$ cat config.mk
export PLATFORM = sky130hd
export DESIGN_NAME = sdram_mode_config
export DESIGN_NICKNAME = d
export VERILOG_FILES = /design/src/design/sdram_mode_pkg.sv /design/src/design/burst_if.sv /design/src/design/burst_sequencer.sv /design/src/design/sdram_mode_config.sv
export SDC_FILE = /design/constraint.sdc
export NUM_CORES = 1
export LEC_CHECK = 0
export ABC_AREA = 1
export BUFFER_PORTS_ARGS = -buffer_cell sky130_fd_sc_hd__buf_2
export CORE_UTILIZATION = 56
export DETAILED_ROUTE_END_ITERATION = 8
export PLACE_DENSITY = 0.82
export SYNTH_ARGS = -nofsm -noshare
export SYNTH_HDL_FRONTEND = slang
export SYNTH_SLANG_ARGS = --single-unit
$ cat constraint.sdc
create_clock -name mclk -period 3.55 [get_ports mclk]
set_clock_uncertainty 0.2 [all_clocks]
set_input_delay 0.5325 -clock mclk [delete_from_list [all_inputs] [get_ports mclk]]
set_output_delay 0.5325 -clock mclk [all_outputs]
set_load 0.01 [all_outputs]
$ cat src/design/sdram_mode_pkg.sv
// Constants and types for the SDRAM mode configuration block
package sdram_mode_pkg;
	// Bank codes that steer a mode-register-set
	localparam logic [1:0] BANK_MODE_REG = 2'h0;
	localparam logic [1:0] BANK_EXT_REG = 2'h2;
	// Mode register field positions
	localparam int BLEN_LSB = 0;
	localparam int ORDER_BIT = 3;
	localparam int LAT_LSB = 4;
	localparam int OPMODE_LSB = 7;
	// Extended register field positions
	localparam int ARRAY_LSB = 0;
	localparam int TEMP_LSB = 3;
	// Reset values: burst four, sequential, latency two, normal mode
	localparam logic [12:0] MODE_RESET = 13'h0022;
	// Reset values: all four banks refreshed, sensor on
	localparam logic [12:0] EXT_RESET = 13'h0000;
	// Operating-mode codes
	localparam logic [5:0] OPMODE_NORMAL = 6'h00;
	localparam logic [5:0] OPMODE_SINGLE_WRITE = 6'h04;
	// Read latency codes and their cycle counts
	localparam logic [2:0] LAT_TWO = 3'h2;
	localparam logic [2:0] LAT_THREE = 3'h3;
	localparam int LAT_TWO_CYCLES = 2;
	localparam int LAT_THREE_CYCLES = 3;
	// Temperature-compensation code that enables the sensor
	localparam logic [1:0] TEMP_SENSOR = 2'h0;
	// Column address width and read pipeline depth
	localparam int COL_W = 9;
	localparam int PIPE_D = LAT_THREE_CYCLES;
	typedef enum logic [2:0] {
		BLEN_ONE = 3'b000,
		BLEN_TWO = 3'b001,
		BLEN_FOUR = 3'b010,
		BLEN_EIGHT = 3'b011,
		BLEN_PAGE = 3'b111
	} burst_len_t;
	typedef enum logic [2:0] {
		ARRAY_ALL = 3'b000,
		ARRAY_TWO = 3'b001,
		ARRAY_ONE = 3'b010,
		ARRAY_HALF = 3'b101,
		ARRAY_QUARTER = 3'b110
	} array_sel_t;
	typedef enum logic [1:0] {
		FRAC_FULL = 2'b00,
		FRAC_HALF = 2'b01,
		FRAC_QUARTER = 2'b10
	} refresh_frac_t;
	typedef enum logic {
		SEQ_IDLE = 1'b0,
		SEQ_RUN = 1'b1
	} seq_state_t;
endpackage : sdram_mode_pkg

$ cat src/design/burst_if.sv
// Carrier between the mode block and its burst sequencer
`timescale 1ns/100ps
interface burst_if;
	import sdram_mode_pkg::*;
	logic start;
	logic [COL_W-1:0] startCol;
	logic [2:0] lenCode;
	logic interleave;
	logic [COL_W-1:0] column;
	logic beat;
	logic last;
	modport ctrl (output start, startCol, lenCode, interleave, input column, beat, last);
	modport seq (input start, startCol, lenCode, interleave, output column, beat, last);
endinterface : burst_if

$ cat src/design/burst_sequencer.sv
// Column sequencer that walks one burst inside its block
`timescale 1ns/100ps
module burst_sequencer
	import sdram_mode_pkg::*;
(
	input wire logic mclk,
	input wire logic nrst,
	burst_if.seq bus
);
	seq_state_t state, next_state;
	logic [COL_W-1:0] count, next_count;
	logic [COL_W-1:0] remain, next_remain;
	logic [COL_W-1:0] startReg, next_startReg;
	logic [COL_W-1:0] maskReg, next_maskReg;
	logic interReg, next_interReg;
	logic [COL_W-1:0] next_column;
	logic next_beat, next_last;
	logic [COL_W-1:0] idx;

	// Low-bit mask that spans one block for a length code
	function automatic logic [COL_W-1:0] blockMask(input logic [2:0] code);
		if (code == BLEN_TWO) begin
			return 9'h001;
		end else if (code == BLEN_FOUR) begin
			return 9'h003;
		end else if (code == BLEN_EIGHT) begin
			return 9'h007;
		end else if (code == BLEN_PAGE) begin
			return 9'h1FF;
		end
		return 9'h000;
	endfunction : blockMask

	// Next column: block bits kept, low bits counted or xored
	always_comb begin
		next_state = state;
		next_count = count;
		next_remain = remain;
		next_startReg = startReg;
		next_maskReg = maskReg;
		next_interReg = interReg;
		next_column = bus.column;
		next_beat = 1'b0;
		next_last = 1'b0;
		idx = interReg ? (startReg ^ count) : COL_W'(startReg + count);
		if (bus.start) begin
			next_startReg = bus.startCol;
			next_maskReg = blockMask(bus.lenCode);
			next_interReg = bus.interleave && (bus.lenCode != BLEN_PAGE);
			next_column = bus.startCol;
			next_beat = 1'b1;
			next_count = 9'h001;
			next_remain = blockMask(bus.lenCode);
			next_last = (blockMask(bus.lenCode) == 9'h000);
			next_state = next_last ? SEQ_IDLE : SEQ_RUN;
		end else if (state == SEQ_RUN) begin
			next_column = (startReg & ~maskReg) | (idx & maskReg);
			next_beat = 1'b1;
			next_count = COL_W'(count + 9'h001);
			next_remain = COL_W'(remain - 9'h001);
			next_last = (remain == 9'h001);
			if (remain == 9'h001) begin
				next_state = SEQ_IDLE;
			end
		end
	end

	// Sequencer registers
	always_ff @(posedge mclk) begin
		if (!nrst) begin
			state <= SEQ_IDLE;
			count <= '0;
			remain <= '0;
			startReg <= '0;
			maskReg <= '0;
			interReg <= 1'b0;
			bus.column <= '0;
			bus.beat <= 1'b0;
			bus.last <= 1'b0;
		end else begin
			state <= next_state;
			count <= next_count;
			remain <= next_remain;
			startReg <= next_startReg;
			maskReg <= next_maskReg;
			interReg <= next_interReg;
			bus.column <= next_column;
			bus.beat <= next_beat;
			bus.last <= next_last;
		end
	end
endmodule : burst_sequencer

$ cat src/design/sdram_mode_config.sv
// Mode and extended mode configuration of a low-power SDRAM
`timescale 1ns/100ps
module sdram_mode_config
	import sdram_mode_pkg::*;
(
	input wire logic mclk,
	input wire logic nrst,
	input wire logic modeSet,
	input wire logic readCmd,
	input wire logic writeCmd,
	input wire logic bankSelectBit0,
	input wire logic bankSelectBit1,
	input wire logic [12:0] addr,
	input wire logic selfRefresh,
	output logic readBeat,
	output logic writeBeat,
	output logic lastBeat,
	output logic [COL_W-1:0] burstColumn,
	output logic [2:0] burstLengthField,
	output logic burstOrderSelect,
	output logic [2:0] readLatencyField,
	output logic singleWriteMode,
	output logic [3:0] refreshBankEnable,
	output logic [1:0] refreshFraction,
	output logic tempSensorEnable,
	output logic [1:0] tempCompRefreshField
);
	logic [12:0] modeConfig, next_modeConfig;
	logic [12:0] extendedModeConfig, next_extendedModeConfig;
	logic [PIPE_D-1:0] readPipe, next_readPipe;
	logic [COL_W-1:0] colPipe [PIPE_D];
	logic [COL_W-1:0] next_colPipe [PIPE_D];
	logic curRead, next_curRead;
	logic [3:0] next_refreshBankEnable;
	logic [1:0] next_refreshFraction;
	logic [2:0] partialArrayRefreshField;
	logic [5:0] opMode;
	logic latThree;
	logic readStart;
	logic [COL_W-1:0] readCol;
	logic [1:0] bankCode;

	burst_if bus ();

	burst_sequencer u_seq (
		.mclk(mclk),
		.nrst(nrst),
		.bus(bus)
	);

	// Field views of the two configuration registers
	assign bankCode = {bankSelectBit1, bankSelectBit0};
	assign burstLengthField = modeConfig[BLEN_LSB +: 3];
	assign burstOrderSelect = modeConfig[ORDER_BIT];
	assign readLatencyField = modeConfig[LAT_LSB +: 3];
	assign opMode = modeConfig[OPMODE_LSB +: 6];
	assign singleWriteMode = (opMode == OPMODE_SINGLE_WRITE);
	assign latThree = (readLatencyField == LAT_THREE);
	assign partialArrayRefreshField = extendedModeConfig[ARRAY_LSB +: 3];
	assign tempCompRefreshField = extendedModeConfig[TEMP_LSB +: 2];
	assign tempSensorEnable = (tempCompRefreshField == TEMP_SENSOR);

	// Mode-register-set loads one of the two registers by bank code
	always_comb begin
		next_modeConfig = modeConfig;
		next_extendedModeConfig = extendedModeConfig;
		if (modeSet && bankCode == BANK_MODE_REG) begin
			next_modeConfig = addr;
		end else if (modeSet && bankCode == BANK_EXT_REG) begin
			next_extendedModeConfig = addr;
		end
	end

	// Configuration registers
	always_ff @(posedge mclk) begin
		if (!nrst) begin
			modeConfig <= MODE_RESET;
			extendedModeConfig <= EXT_RESET;
		end else begin
			modeConfig <= next_modeConfig;
			extendedModeConfig <= next_extendedModeConfig;
		end
	end

	// Read delay line; stage k holds a read taken k edges ago
	always_comb begin
		next_readPipe = {readPipe[PIPE_D-2:0], readCmd};
		next_colPipe[0] = addr[COL_W-1:0];
		for (int k = 1; k < PIPE_D; k++) begin
			next_colPipe[k] = colPipe[k-1];
		end
	end

	// Read delay line registers
	always_ff @(posedge mclk) begin
		if (!nrst) begin
			readPipe <= '0;
			for (int k = 0; k < PIPE_D; k++) begin
				colPipe[k] <= '0;
			end
		end else begin
			readPipe <= next_readPipe;
			colPipe <= next_colPipe;
		end
	end

	// Start a read one edge before its data edge; writes start at once
	assign readStart = latThree ? readPipe[LAT_THREE_CYCLES-1] : readPipe[LAT_TWO_CYCLES-1];
	assign readCol = latThree ? colPipe[LAT_THREE_CYCLES-1] : colPipe[LAT_TWO_CYCLES-1];
	always_comb begin
		bus.start = writeCmd || readStart;
		bus.startCol = writeCmd ? addr[COL_W-1:0] : readCol;
		bus.interleave = burstOrderSelect;
		bus.lenCode = burstLengthField;
		if (writeCmd && singleWriteMode) begin
			bus.lenCode = BLEN_ONE;
		end
		next_curRead = curRead;
		if (writeCmd) begin
			next_curRead = 1'b0;
		end else if (readStart) begin
			next_curRead = 1'b1;
		end
	end

	// Partial-array mask, applied only while in self refresh
	always_comb begin
		next_refreshBankEnable = 4'hF;
		next_refreshFraction = FRAC_FULL;
		case (partialArrayRefreshField)
			ARRAY_TWO: next_refreshBankEnable = 4'h3;
			ARRAY_ONE: next_refreshBankEnable = 4'h1;
			ARRAY_HALF: begin
				next_refreshBankEnable = 4'h1;
				next_refreshFraction = FRAC_HALF;
			end
			ARRAY_QUARTER: begin
				next_refreshBankEnable = 4'h1;
				next_refreshFraction = FRAC_QUARTER;
			end
			default: next_refreshBankEnable = 4'hF;
		endcase
		if (!selfRefresh) begin
			next_refreshBankEnable = 4'h0;
			next_refreshFraction = FRAC_FULL;
		end
	end

	// Burst kind and refresh registers
	always_ff @(posedge mclk) begin
		if (!nrst) begin
			curRead <= 1'b0;
			refreshBankEnable <= 4'h0;
			refreshFraction <= FRAC_FULL;
		end else begin
			curRead <= next_curRead;
			refreshBankEnable <= next_refreshBankEnable;
			refreshFraction <= next_refreshFraction;
		end
	end

	// Beat strobes and column from the sequencer
	assign readBeat = bus.beat && curRead;
	assign writeBeat = bus.beat && !curRead;
	assign lastBeat = bus.last;
	assign burstColumn = bus.column;
endmodule : sdram_mode_config

==> impl_summary.txt <==
----------------------------------------------------
[Hold path]
  Hold path startpoint ... readCmd
  Hold Crit Endpoint ... readPipe[0]$_SDFF_PN0_
  Worst hold path class ... in -> reg
  Hold depth ... 3

[Yosys]
  Area of the mapped netlist ... 4470 um2
  Net count after synthesis ... 635
  Async SR Flop Fraction ... 0%
  Biggest area contributors in the synthesized netlist ... sky130_fd_sc_hd__dfxtp_1 44%, sky130_fd_sc_hd__nand2_1 11%, sky130_fd_sc_hd__inv_1 7.0%
  Library cell with the largest summed area after synthesis ... sky130_fd_sc_hd__dfxtp_1
  Number of warnings issued by yosys ... 0
  Count of state elements after synthesis ... 98
  Portion of the post-synthesis area used by sequential elements ... 43.9%
  Main synth FF type ... sky130_fd_sc_hd__dfxtp_1
  Synth top cells by count ... 136 x sky130_fd_sc_hd__nand2_1, 98 x sky130_fd_sc_hd__dfxtp_1, 83 x sky130_fd_sc_hd__inv_1
  Number of synthesized flops with an enable pin ... 0
  Post-synth top area share ... 43.9%
  Post-synthesis cell type count ... 39
  Synth Instances ... 600
  Cell with the most instances after synthesis ... sky130_fd_sc_hd__nand2_1
  Avg Cell Area, Syn ... 7.46 um2

[Floorplanning]
  Full die area ... 8350 um2
  Die Y-Extent ... 91.4 um
  Starting utilization of the core area ... 57.9%
  Number of ports placed on the die boundary ... 50
  Placeable Area ... 7730 um2
  Die X ... 91.4 um
  Placement row count ... 32

[Clock tree]
  Maximum clock insertion buffer count ... 2
  Buffer count from post-CTS setup fixing ... 0
  Clock tree from TritonCTS ... done
  Later-pin clock latency in the skew report ... 0.37 ns
  Quantity of gates resized following cts ... 0
  Clock root buffer master ... sky130_fd_sc_hd__clkbuf_8
  Clock transition at the register clock pins on the worst setup and hold paths after CTS ... 0.09 ns
  Clock sink count ... 98
  Total of hold buffers inserted after clock tree synthesis ... 0
  Cts bufs inserted ... 9
  CTS H-tree lvls ... 3

[Placed design]
  Placed wire-length estimate after detailed placement ... 6870 um
  Port-buffer cells ... 49
  Final estimated routing congestion in global placement ... 0.842
  Worst Setup Slack post-DPL ... 1.12 ns
  Placed inst area ... 4670 um2

[STA]
  Final count of pins violating max slew ... 0
  Final worst path period need ... 2.44 ns
  Setup repair after global routing missed its margin ... no
  Minimum hold slack ... 0.144 ns
  Period utilisation layout ... 68.6%
  Minimum setup slack in the final design ... 1.11 ns
  Worst relative slew slack ... 47.8%
  TNS Setup ... 0 ns
  Highest clock frequency the design can meet ... 411 MHz
  Number of endpoints failing setup at the final stage ... 0
  Final number of hold-violating endpoints ... 0
  Transition time of the tightest slew-check pin ... 0.783 ns

[Power]
  Leakage power total ... 2.45 nW
  Sequential fraction of design power ... 54.4%
  Net switching power figure ... 0.622 mW
  Design internal power ... 1.60 mW
  Proportion of power drawn by combinational gates ... 13.2%
  Max VDD drop ... 0.000275 V
  Sw frac ... 28.0%
  Pwr/cell area ... 457 nW/um2
  Total chip power ... 2.22 mW
  Part of the power in the clock network ... 32.4%

[Setup path]
  Req. time, crit path ... 3.61 ns
  Capturing element type of the critical path ... register
  Worst flop-to-flop path endpoint ... u_seq.remain[4]$_SDFFE_PN0P_
  Register-to-register path setup slack ... 1.11 ns
  Depth of the most critical reg-to-reg path ... 8
  CP max FO ... 22
  Critical Path Source Type ... register
  Worst EP arrival ... 2.49 ns
  Crit Path Class ... reg -> reg
  Worst R2R Start ... modeConfig[4]$_SDFFE_PN0P_

[Final layout]
  Number of nets in the layout ... 667
  Proportion of layout cells with a drive suffix above 1 ... 13.2%
  Cell area after layout ... 4860 um2
  Seq. cell area ... 1960 um2
  Synthesis-to-finish area growth ... 8.67%
  Total inserted antenna cells ... 0
  # fillers ... 702
  Area of the multi-input gates ... 1980 um2

[Drt]
  Total wire length ... 9440 um
  Residual DRC ... 0
  Average wire length per cell after detail routing ... 12.8 um
  Total via count after detailed routing ... 3864
  First DRT Iteration DRCs ... 298
  Via/cell ratio ... 5.23
  Number of detailed-routing iterations run before antenna repair ... 4
  ANT nets after route ... 0

[Global routing]
  Combined global-route utilization of all metal layers ... 24.0%
  Vias in the first global route ... 3503
  Maximum number of pins on one net before global-route repair ... 64
  Wire length of the first global-routing pass ... 16100 um
  Overflow after GRT ... 0
  Initial antenna violation count ... 0

[Run]
  Max_cap viols ... 0

[Run status]
  Outcome ... completed

----------------------------------------------------
worst max-delay path, cell delays in order (launching register included):
cell	delay [ns]
sky130_fd_sc_hd__dfxtp_1	0.61
sky130_fd_sc_hd__nand3_4	0.21
sky130_fd_sc_hd__nand2_2	0.14
sky130_fd_sc_hd__nand3_4	0.25
sky130_fd_sc_hd__nor2_4	0.40
sky130_fd_sc_hd__inv_4	0.16
sky130_fd_sc_hd__o21ai_0	0.17
sky130_fd_sc_hd__o21bai_1	0.13
sky130_fd_sc_hd__inv_1	0.06
per-stage QoR:
stage | utilization, % | instances
after floorplan | - | 600
after global placement | 60.4 | 723
after detailed placement | 60.4 | 723
after CTS | 62.9 | 739
after global routing | 62.9 | 739
final | 62.9 | 739
placed cells by master (no fill, tap or decap), drive strengths merged, types with 2 or more instances in the layout:
master  instances
a211oi          2
clkinv          4
nand2         138
or2             2
o22ai           2
clkbuf         11
buf            50
o21bai          5
o211ai         11
nor3            3
xor2            5
a31oi           3
a21oi          39
xnor2           4
ha             13
o21ai          35
inv            89
dfxtp          98
nand4          14
nand3          34
nor2           67
worst max path at each step:
stage	slack [ns]	endpoint	cells past startpoint	startpoint
2_1_floorplan	1.69	u_seq.bus.column[8]$_SDFFE_PN0P_	14	u_seq.count[0]$_SDFFE_PN0P_
3_3_place_gp	1.20	u_seq.remain[3]$_SDFFE_PN0P_	8	writeCmd
3_5_place_dp	1.12	u_seq.remain[6]$_SDFFE_PN0P_	8	writeCmd
4_1_cts	1.11	u_seq.remain[4]$_SDFFE_PN0P_	8	modeConfig[4]$_SDFFE_PN0P_
5_1_grt	0.85	u_seq.remain[4]$_SDFFE_PN0P_	8	modeConfig[5]$_SDFFE_PN1P_
6_report	1.11	u_seq.remain[4]$_SDFFE_PN0P_	8	modeConfig[4]$_SDFFE_PN0P_
state kept, by name (all words and copies together), names as in the netlist:
name	count
u_seq.remain	9
refreshBankEnable	3
u_seq.interReg	1
curRead	1
u_seq.state	1
refreshFraction	2
u_seq.bus.beat	1
u_seq.count	9
colPipe	27
u_seq.bus.last	1
modeConfig	13
extendedModeConfig	5
u_seq.maskReg	4
u_seq.bus.column	9
u_seq.startReg	9
readPipe	3
per-layer routing:
layer | vias to the layer above | global-route usage [%] | part of all wire, %
met3 | 17 | 3.35 | 5.7
met5 | - | 0 | 0
met2 | 116 | 39.3 | 48
li1 | 1969 | - | -
met4 | 0 | 9.39 | 1.9
met1 | 1762 | 32.1 | 45
cell families (layout without fill, tap and decap cells):
group | Yosys count | in the layout | synth area share [%]
AO/OA/AOI/OAI | 100 | 100 | 12.9
XOR/XNOR | 9 | 9 | 1.76
adder cells (fa/ha/maj) | 14 | 14 | 4.08
buffers and inverters | 119 | 156 | 11.9
flip-flops | 98 | 98 | 43.9
multiplexers | 1 | 1 | 0.224
AND/OR/NAND/NOR | 259 | 259 | 25.3
layout make-up:
type                       count  share of cell area, %
timing repair buffer          50                   5.20
clock buffer                  11                   2.70
clock inverter                 5                   1.31
inverter                      90                   7.05
multi-input combinational    383                   40.7
tap                          102                   2.63
sequential                    98                   40.4
power by group through the flow:
| stage | clock network (mW) | logic [mW] | registers, mW |
|---|---|---|---|
| 6_report | 0.721 | 0.292 | 1.21 |
| 5_1_grt | 0.780 | 0.333 | 1.22 |
| 4_1_cts | 0.729 | 0.292 | 1.21 |
| 3_5_place_dp | 0 | 0.290 | 1.23 |
| 3_3_place_gp | 0 | 0.279 | 1.23 |
| 2_1_floorplan | 0 | 0.225 | 1.22 |
(Power assumes the default switching activity.)
